### src/rtl/ttcfg_pkg.sv
package ttcfg_pkg;

  // bus geometry
  localparam int unsigned AXI_ADDR_W = 12;
  localparam int unsigned AXI_DATA_W = 32;

  // register indices; byte address is four times the index
  localparam logic [7:0]  IDX_OFFSET = 8'h6e;
  localparam logic [7:0]  IDX_PTS_A  = 8'h6f;
  localparam logic [7:0]  IDX_PTS_B  = 8'h70;
  localparam logic [7:0]  IDX_PTS_C  = 8'h71;

  localparam logic [AXI_ADDR_W-1:0] ADDR_OFFSET = {2'h0, IDX_OFFSET, 2'h0};
  localparam logic [AXI_ADDR_W-1:0] ADDR_PTS_A  = {2'h0, IDX_PTS_A, 2'h0};
  localparam logic [AXI_ADDR_W-1:0] ADDR_PTS_B  = {2'h0, IDX_PTS_B, 2'h0};
  localparam logic [AXI_ADDR_W-1:0] ADDR_PTS_C  = {2'h0, IDX_PTS_C, 2'h0};

  // field layout
  localparam int unsigned NIB_W      = 4;
  localparam int unsigned HI_NIB_LSB = 4;
  localparam int unsigned LO_NIB_LSB = 0;
  localparam int unsigned N_POINTS   = 6;

  // widths of decoded times in microseconds
  localparam int unsigned TIME_W = 14;
  localparam int unsigned ABS_W  = 16;

  // code to duration table, microseconds
  localparam logic [TIME_W-1:0] TIME_US_LUT [16] = '{
    14'h0064, 14'h00c8, 14'h012c, 14'h0190,
    14'h0258, 14'h0320, 14'h03e8, 14'h04b0,
    14'h0578, 14'h07d0, 14'h0960, 14'h0c80,
    14'h0fa0, 14'h1450, 14'h1900, 14'h1f40
  };

  // bus answers and reset values of control state
  localparam logic [1:0] RESP_OKAY   = 2'h0;
  localparam logic [1:0] RESP_SLVERR = 2'h2;
  localparam logic [2:0] WRITTEN_RST = 3'h0;

  typedef enum logic [0:0] {
    TTCFG_RD_IDLE = 1'b0,
    TTCFG_RD_RESP = 1'b1
  } ttcfg_rd_e;

endpackage

### src/rtl/ttcfg_regs.sv
// Summary of operation
// - offset nibble bits 3:0, sign-magnitude, 7..-8
// - point1 absolute time in bits 7:4
// - point2 delta in bits 3:0
// - point3 delta in next register 7:4
// - point4 delta in that register 3:0
// - point5 delta in third register 7:4
// - codes 0..7 give 100 to 1200 us
// - codes 8..15 give 1400 to 8000 us
// - fields undefined until software writes them
// - time registers at indices 6f, 70, 71
// - point6 delta in third register 3:0
//
// The AXI4-Lite slave port is this design's own decision.
module ttcfg_regs (
  // clock and reset
  input  wire logic                                aclk,
  input  wire logic                                aresetn,
  // write address
  input  wire logic [ttcfg_pkg::AXI_ADDR_W-1:0]    awaddr,
  input  wire logic [2:0]                          awprot,
  input  wire logic                                awvalid,
  output logic                                     awready,
  // write data
  input  wire logic [ttcfg_pkg::AXI_DATA_W-1:0]    wdata,
  input  wire logic [3:0]                          wstrb,
  input  wire logic                                wvalid,
  output logic                                     wready,
  // write response
  output logic      [1:0]                          bresp,
  output logic                                     bvalid,
  input  wire logic                                bready,
  // read address
  input  wire logic [ttcfg_pkg::AXI_ADDR_W-1:0]    araddr,
  input  wire logic [2:0]                          arprot,
  input  wire logic                                arvalid,
  output logic                                     arready,
  // read data
  output logic      [ttcfg_pkg::AXI_DATA_W-1:0]    rdata,
  output logic      [1:0]                          rresp,
  output logic                                     rvalid,
  input  wire logic                                rready,
  // threshold configuration to comparator
  output logic signed [3:0]                        first_preset_level_offset,
  output logic      [ttcfg_pkg::N_POINTS-1:0][ttcfg_pkg::TIME_W-1:0]
                                                   second_preset_point_delta_us,
  output logic      [ttcfg_pkg::N_POINTS-1:0][ttcfg_pkg::ABS_W-1:0]
                                                   second_preset_point_time_us,
  output logic                                     second_preset_times_valid
);
  import ttcfg_pkg::*;

  // configuration storage, deliberately without reset; only written_q is reset
  logic [NIB_W-1:0]      preset1_level_offset_q;
  logic [7:0]            preset2_time_points_a_q;
  logic [7:0]            preset2_time_points_b_q;
  logic [7:0]            preset2_time_points_c_q;
  logic [2:0]            written_q;

  // write channel state
  logic                  aw_held_q;
  logic                  w_held_q;
  logic [AXI_ADDR_W-1:0] awaddr_q;
  logic [AXI_DATA_W-1:0] wdata_q;
  logic [3:0]            wstrb_q;
  logic                  bvalid_q;
  logic [1:0]            bresp_q;
  logic                  wr_fire;
  logic                  wr_hit;
  logic                  wr_lane0;

  // read channel state
  ttcfg_rd_e             rd_state_q;
  logic [AXI_DATA_W-1:0] rdata_q;
  logic [1:0]            rresp_q;
  logic [AXI_DATA_W-1:0] rdata_d;
  logic                  rd_hit;
  logic                  ar_hs;

  // decoded fields
  logic [N_POINTS-1:0][NIB_W-1:0]  point_code;
  logic [N_POINTS-1:0][TIME_W-1:0] point_span;
  logic [N_POINTS-1:0][ABS_W-1:0]  point_abs_d;
  logic signed [3:0]               offset_d;

  // write address and data are taken independently
  assign awready = ~aw_held_q & ~bvalid_q;
  assign wready  = ~w_held_q & ~bvalid_q;
  assign wr_fire = aw_held_q & w_held_q & ~bvalid_q;

  always_ff @(posedge aclk) begin
    if (!aresetn) begin
      aw_held_q <= 1'b0;
    end else if (awvalid && awready) begin
      aw_held_q <= 1'b1;
    end else if (wr_fire) begin
      aw_held_q <= 1'b0;
    end
  end

  always_ff @(posedge aclk) begin
    if (!aresetn) begin
      w_held_q <= 1'b0;
    end else if (wvalid && wready) begin
      w_held_q <= 1'b1;
    end else if (wr_fire) begin
      w_held_q <= 1'b0;
    end
  end

  always_ff @(posedge aclk) begin
    if (awvalid && awready) begin
      awaddr_q <= awaddr;
    end
    if (wvalid && wready) begin
      wdata_q <= wdata;
      wstrb_q <= wstrb;
    end
  end

  // address decode of the held write
  always_comb begin
    wr_hit = (awaddr_q == ADDR_OFFSET) || (awaddr_q == ADDR_PTS_A) ||
             (awaddr_q == ADDR_PTS_B) || (awaddr_q == ADDR_PTS_C);
  end

  assign wr_lane0 = wr_fire & wr_hit & wstrb_q[0];

  always_ff @(posedge aclk) begin
    if (!aresetn) begin
      bvalid_q <= 1'b0;
      bresp_q  <= RESP_OKAY;
    end else if (wr_fire) begin
      bvalid_q <= 1'b1;
      bresp_q  <= wr_hit ? RESP_OKAY : RESP_SLVERR;
    end else if (bready) begin
      bvalid_q <= 1'b0;
    end
  end

  assign bvalid = bvalid_q;
  assign bresp  = bresp_q;

  // offset register: only the low nibble is stored
  always_ff @(posedge aclk) begin
    if (wr_lane0 && awaddr_q == ADDR_OFFSET) begin
      preset1_level_offset_q <= wdata_q[NIB_W-1:0];
    end
  end

  // time point registers, no reset value
  always_ff @(posedge aclk) begin
    if (wr_lane0 && awaddr_q == ADDR_PTS_A) begin
      preset2_time_points_a_q <= wdata_q[7:0];
    end
    if (wr_lane0 && awaddr_q == ADDR_PTS_B) begin
      preset2_time_points_b_q <= wdata_q[7:0];
    end
    if (wr_lane0 && awaddr_q == ADDR_PTS_C) begin
      preset2_time_points_c_q <= wdata_q[7:0];
    end
  end

  // tracks which time registers hold software values
  always_ff @(posedge aclk) begin
    if (!aresetn) begin
      written_q <= WRITTEN_RST;
    end else if (wr_lane0) begin
      if (awaddr_q == ADDR_PTS_A) begin
        written_q[0] <= 1'b1;
      end
      if (awaddr_q == ADDR_PTS_B) begin
        written_q[1] <= 1'b1;
      end
      if (awaddr_q == ADDR_PTS_C) begin
        written_q[2] <= 1'b1;
      end
    end
  end

  assign second_preset_times_valid = &written_q;

  // read channel
  assign ar_hs   = arvalid & arready;
  assign arready = (rd_state_q == TTCFG_RD_IDLE);

  always_comb begin
    rd_hit  = 1'b1;
    rdata_d = '0;
    case (araddr)
      ADDR_OFFSET: begin
        rdata_d[NIB_W-1:0] = preset1_level_offset_q;
      end
      ADDR_PTS_A: begin
        rdata_d[7:0] = preset2_time_points_a_q;
      end
      ADDR_PTS_B: begin
        rdata_d[7:0] = preset2_time_points_b_q;
      end
      ADDR_PTS_C: begin
        rdata_d[7:0] = preset2_time_points_c_q;
      end
      default: begin
        rd_hit = 1'b0;
      end
    endcase
  end

  always_ff @(posedge aclk) begin
    if (!aresetn) begin
      rd_state_q <= TTCFG_RD_IDLE;
    end else begin
      case (rd_state_q)
        TTCFG_RD_IDLE: begin
          if (arvalid) begin
            rd_state_q <= TTCFG_RD_RESP;
          end
        end
        TTCFG_RD_RESP: begin
          if (rready) begin
            rd_state_q <= TTCFG_RD_IDLE;
          end
        end
        default: begin
          rd_state_q <= TTCFG_RD_IDLE;
        end
      endcase
    end
  end

  always_ff @(posedge aclk) begin
    if (!aresetn) begin
      rdata_q <= '0;
      rresp_q <= RESP_OKAY;
    end else if (ar_hs) begin
      rdata_q <= rdata_d;
      rresp_q <= rd_hit ? RESP_OKAY : RESP_SLVERR;
    end
  end

  assign rvalid = (rd_state_q == TTCFG_RD_RESP);
  assign rdata  = rdata_q;
  assign rresp  = rresp_q;

  // field extraction
  always_comb begin
    point_code[0] = preset2_time_points_a_q[HI_NIB_LSB +: NIB_W];
    point_code[1] = preset2_time_points_a_q[LO_NIB_LSB +: NIB_W];
    point_code[2] = preset2_time_points_b_q[HI_NIB_LSB +: NIB_W];
    point_code[3] = preset2_time_points_b_q[LO_NIB_LSB +: NIB_W];
    point_code[4] = preset2_time_points_c_q[HI_NIB_LSB +: NIB_W];
    point_code[5] = preset2_time_points_c_q[LO_NIB_LSB +: NIB_W];
  end

  genvar gi;
  generate
    for (gi = 0; gi < N_POINTS; gi++) begin : g_dec
      ttcfg_time_decode #(
        .CODE_W (NIB_W),
        .OUT_W  (TIME_W)
      ) u_dec (
        .code    (point_code[gi]),
        .time_us (point_span[gi])
      );
    end
  endgenerate

  // running sum from the absolute first point
  always_comb begin
    point_abs_d[0] = ABS_W'(point_span[0]);
    for (int i = 1; i < N_POINTS; i++) begin
      point_abs_d[i] = point_abs_d[i-1] + ABS_W'(point_span[i]);
    end
  end

  // sign-magnitude; negative zero taken as the -8 end
  always_comb begin
    if (!preset1_level_offset_q[3]) begin
      offset_d = $signed({1'b0, preset1_level_offset_q[2:0]});
    end else if (preset1_level_offset_q[2:0] == 3'h0) begin
      offset_d = -4'sd8;
    end else begin
      offset_d = -$signed({1'b0, preset1_level_offset_q[2:0]});
    end
  end

  always_ff @(posedge aclk) begin
    first_preset_level_offset    <= offset_d;
    second_preset_point_delta_us <= point_span;
    second_preset_point_time_us  <= point_abs_d;
  end
endmodule

### src/rtl/ttcfg_time_decode.sv
module ttcfg_time_decode #(
  parameter int unsigned CODE_W = 4,
  parameter int unsigned OUT_W  = 14
) (
  // code in
  input  wire logic [CODE_W-1:0] code,
  // duration out
  output logic      [OUT_W-1:0]  time_us
);
  import ttcfg_pkg::*;

  // sixteen-entry duration table
  always_comb begin
    time_us = OUT_W'(TIME_US_LUT[code]);
  end

endmodule
### config.mk
export PLATFORM = sky130hd
export DESIGN_NAME = ttcfg_regs
export DESIGN_NICKNAME = d
export VERILOG_FILES = /design/src/rtl/ttcfg_pkg.sv /design/src/rtl/ttcfg_regs.sv /design/src/rtl/ttcfg_time_decode.sv
export SDC_FILE = /design/constraint.sdc
export NUM_CORES = 1
export LEC_CHECK = 0
export BUFFER_PORTS_ARGS = -buffer_cell sky130_fd_sc_hd__clkbuf_2
export CAP_MARGIN = 20
export CORE_MARGIN = 2
export CORE_UTILIZATION = 45
export DETAILED_ROUTE_END_ITERATION = 7
export PLACE_DENSITY = 0.69
export SLEW_MARGIN = 0
export SYNTH_ARGS = -nofsm -noshare
export SYNTH_HDL_FRONTEND = slang
export SYNTH_SLANG_ARGS = --single-unit
export TNS_END_PERCENT = 100
### constraint.sdc
create_clock -name aclk -period 10 [get_ports aclk]
set_clock_uncertainty 0.2 [all_clocks]
set_input_delay 1.5 -clock aclk [delete_from_list [all_inputs] [get_ports aclk]]
set_output_delay 1.5 -clock aclk [all_outputs]
set_load 0.03 [all_outputs]
==> qor.yml <==
run_status:
  status: "complete, no violations"
yosys:
  synth_top_cells_by_count: "154 x dfxtp_1, 88 x ha_1, 77 x nor2_1"
  yosysWarningCount: 0
  postSynth.asyncResetShare_pct: 0
  netlist_top_cells_area: "dfxtp_1 31%, edfxtp_1 15%, ha_1 11%"
  seq_area_frac_synth_pct: 45.8
  syn-instance-count: 969
  yosys.cell_count.top_type: "dfxtp_1"
  synth_area_per_cell_um2: 10.3
  synth_area_leader_cell: "dfxtp_1"
  synthDominantCellAreaShare_pct: 31.0
  post_synth_edffs: 49
  yosys_register_bits: 203
  ys.flop_type: "dfxtp_1"
  post_synth_instance_area_mm2: 0.00994
  synth_cell_type_count: 69
drt:
  first_pass_iters: 5
  drt-wirelength-per-cell_um: 15.3
  detail_route.drc_violations: 0
  detailedRoute.firstIterationViolations: 489
  routed-via-count: 7278
  routed_via_density: 5.02
  final_antenna_net_count: 0
  route.final.wire_length_um: 22200
sta:
  finalMaxSlewViolations: 0
  tightestPinTransition_ns: 1.07
  unrepaired_setup_endpoints_after_global_routing: "false"
  finalCriticalPeriod_ns: 8.39
  slew_headroom_pct: 28.1
  setup_total_negative_slack_ns: 0
  layout_setup_ws_ns: 1.61
  clock.fmax_ghz: 0.119
  setup_viol_count_final: 0
  finalCritPeriodShare_pct: 83.9
  final-hold-violation-count: 0
clock_tree:
  cts_root_buf: "clkbuf_16"
  numCtsBuffers: 23
  clkLatencyLatePin_ns: 0.50
  cts_tree: "yes"
  cts_buffer_depth: 3
  cts-htree-levels: 1
  clock_slew_at_reported_path_ffs_ns: 0.06
  postCtsSetupBuffers: 0
  cts.sink_count: 203
  ctsHoldBuffers: 0
  cts.repair.resized: 0
critical_path:
  path_common_cell: "ha_1"
  cp.arrival_ns: 8.62
  critical_path.slowest_cell: "a2111oi_0"
  startpoint_type: "register"
  r2r.worst_path.cells: 31
  worst_path_largest_cell_delay_ns: 0.90
  worst-setup-path-type: "register to register"
  critical_path_fanouts_max: 11
  worstPathRequired_ns: 10.23
  worstSetupEndpointType: "register"
pwr:
  cellPowerDensity_mw_per_mm2: 154
  total_power_w: 0.00181
  irDropWorstVdd_v: 0.000108
  power.static_leakage_nw: 5.46
min_path:
  timing.hold.worst_path_depth: 2
  holdCritPathClass: "register to register"
place:
  preCtsSetupSlack_ns: 1.70
  detailedPlacementHpwl_um: 17400
  placement.io_buffers: 203
  finalWeightedCongestion: 0.844
die:
  num_io_pins: 299
  design.core.area_mm2: 0.0218
  die_y_um: 153
  initial_utilization_pct: 45.7
  dieArea_mm2: 0.0233
  die-width_um: 153
  rows: 54
cells_and_area:
  area_growth_syn_to_layout_pct: 17.8
  fin_util_pct: 53.8
  post_route_cells_drive_above_1_share_pct: 22.8
  antenna-diode-count: 0
  design.final.nets: 1321
grt:
  grt_pass1_wl_um: 34400
  grt_usage_pct: 18.2
  via_count_of_the_first_global_routing_pass: 6605
  globalRouteOverflowTotal: 0
  grt_start_max_net_pins: 21
  antenna_found_initial: 0
job:
  max_capacitance_violation_total: 0
==> path summary, 6_finish.rpt <==
check,startpoint,endpoint,slack (ns)
worst min register to register,written_q[2],written_q[2],0.27
worst max register to register,preset2_time_points_a_q[0],second_preset_point_time_us[94],1.61
worst min-delay path,written_q[2],written_q[2],0.27
worst max-delay path,preset2_time_points_a_q[0],second_preset_point_time_us[94],1.61
==> routing by layer <==
metal | global-route usage, % | vias up | wire length, µm
met3 | 3.75 | 31 | 1410
li1 | - | 3636 | -
met4 | 5.34 | 0 | 485
met2 | 30.5 | 253 | 10500
met5 | 0 | - | 0
met1 | 23.7 | 3358 | 9810
==> critical path: cells and delay by family, from the launching register on <==
family                     cells  cell delay, ns
muxes                          1            0.50
DFF                            1            0.62
and+or+nand+nor                5            0.81
adders and majority gates      6            2.07
xor gates and xnor gates       3            0.60
AOI/OAI and AO/OA             14            3.32
buffers and inverters          2            0.20
==> cell families after synthesis <==
| family | synth area share, % |
|---|---|
| simple gates | 11.1 |
| compound gates | 15.2 |
| flops | 45.8 |
| buf+inv | 8.23 |
| fa+ha+maj | 12.1 |
| xor+xnor | 4.73 |
| mux | 2.73 |
| other cells | 0.0377 |
==> cell type report <==
class                      instances  area, µm²
clock buffer                      32        661
tap                              280        350
clock inverter                     9        156
timing repair buffer             205       1030
fill                            1961      10100
inverter                          40        150
multi-input combinational        682       4800
sequential                       203       4550
==> metrics by stage <==
step / cell area [µm²] / cells / hold slack [ns]
floorplan: 10200 / 1030 / 0.232
global placement: 10900 / 1410 / 0.243
detailed placement: 10900 / 1410 / 0.260
CTS: 11700 / 1451 / 0.272
global route: 11700 / 1451 / 0.292
finish: 11700 / 1451 / 0.273
==> state kept, by name (all words and copies together), names as in the netlist, 3 cells and up <==
name                          count
second_preset_point_time_us      78
written_q                         3
awaddr_q                         12
preset2_time_points_c_q           8
rdata                             8
preset1_level_offset_q            4
preset2_time_points_a_q           8
wdata_q                           8
first_preset_level_offset         4
preset2_time_points_b_q           8
second_preset_point_delta_us     55
==> placed cells by master (no fill, tap or decap), types with 6 or more instances in the layout <==
cell type,netlist,layout
and2_1,8,8
or2_2,6,6
nand3_1,8,8
mux2i_1,20,20
nand2b_1,16,16
a22oi_1,8,8
xnor2_1,37,37
a21oi_1,62,62
and3_1,10,10
clkbuf_2,0,203
inv_1,39,39
ha_1,88,88
a21o_1,21,21
o21ai_0,49,49
nand2_1,44,44
a211oi_1,18,18
nor2b_1,16,16
dfxtp_1,154,154
edfxtp_1,49,49
clkbuf_16,0,24
xor2_1,13,13
a22o_1,8,8
nor2_1,77,77
nor3_1,22,22
o21bai_1,9,9
conb_1,1,62
o21a_1,9,9
==> where the power goes <==
part / leakage [nW] / internal [W] / switching (W) / total [W]
clock: 0.397 / 0.000565 / 0.000324 / 0.000890
combinational: 3.32 / 0.0000114 / 0.0000501 / 0.0000615
sequential: 1.74 / 0.000851 / 0.00000533 / 0.000856
total: 5.46 / 0.00143 / 0.000380 / 0.00181
(Power assumes the default switching activity.)
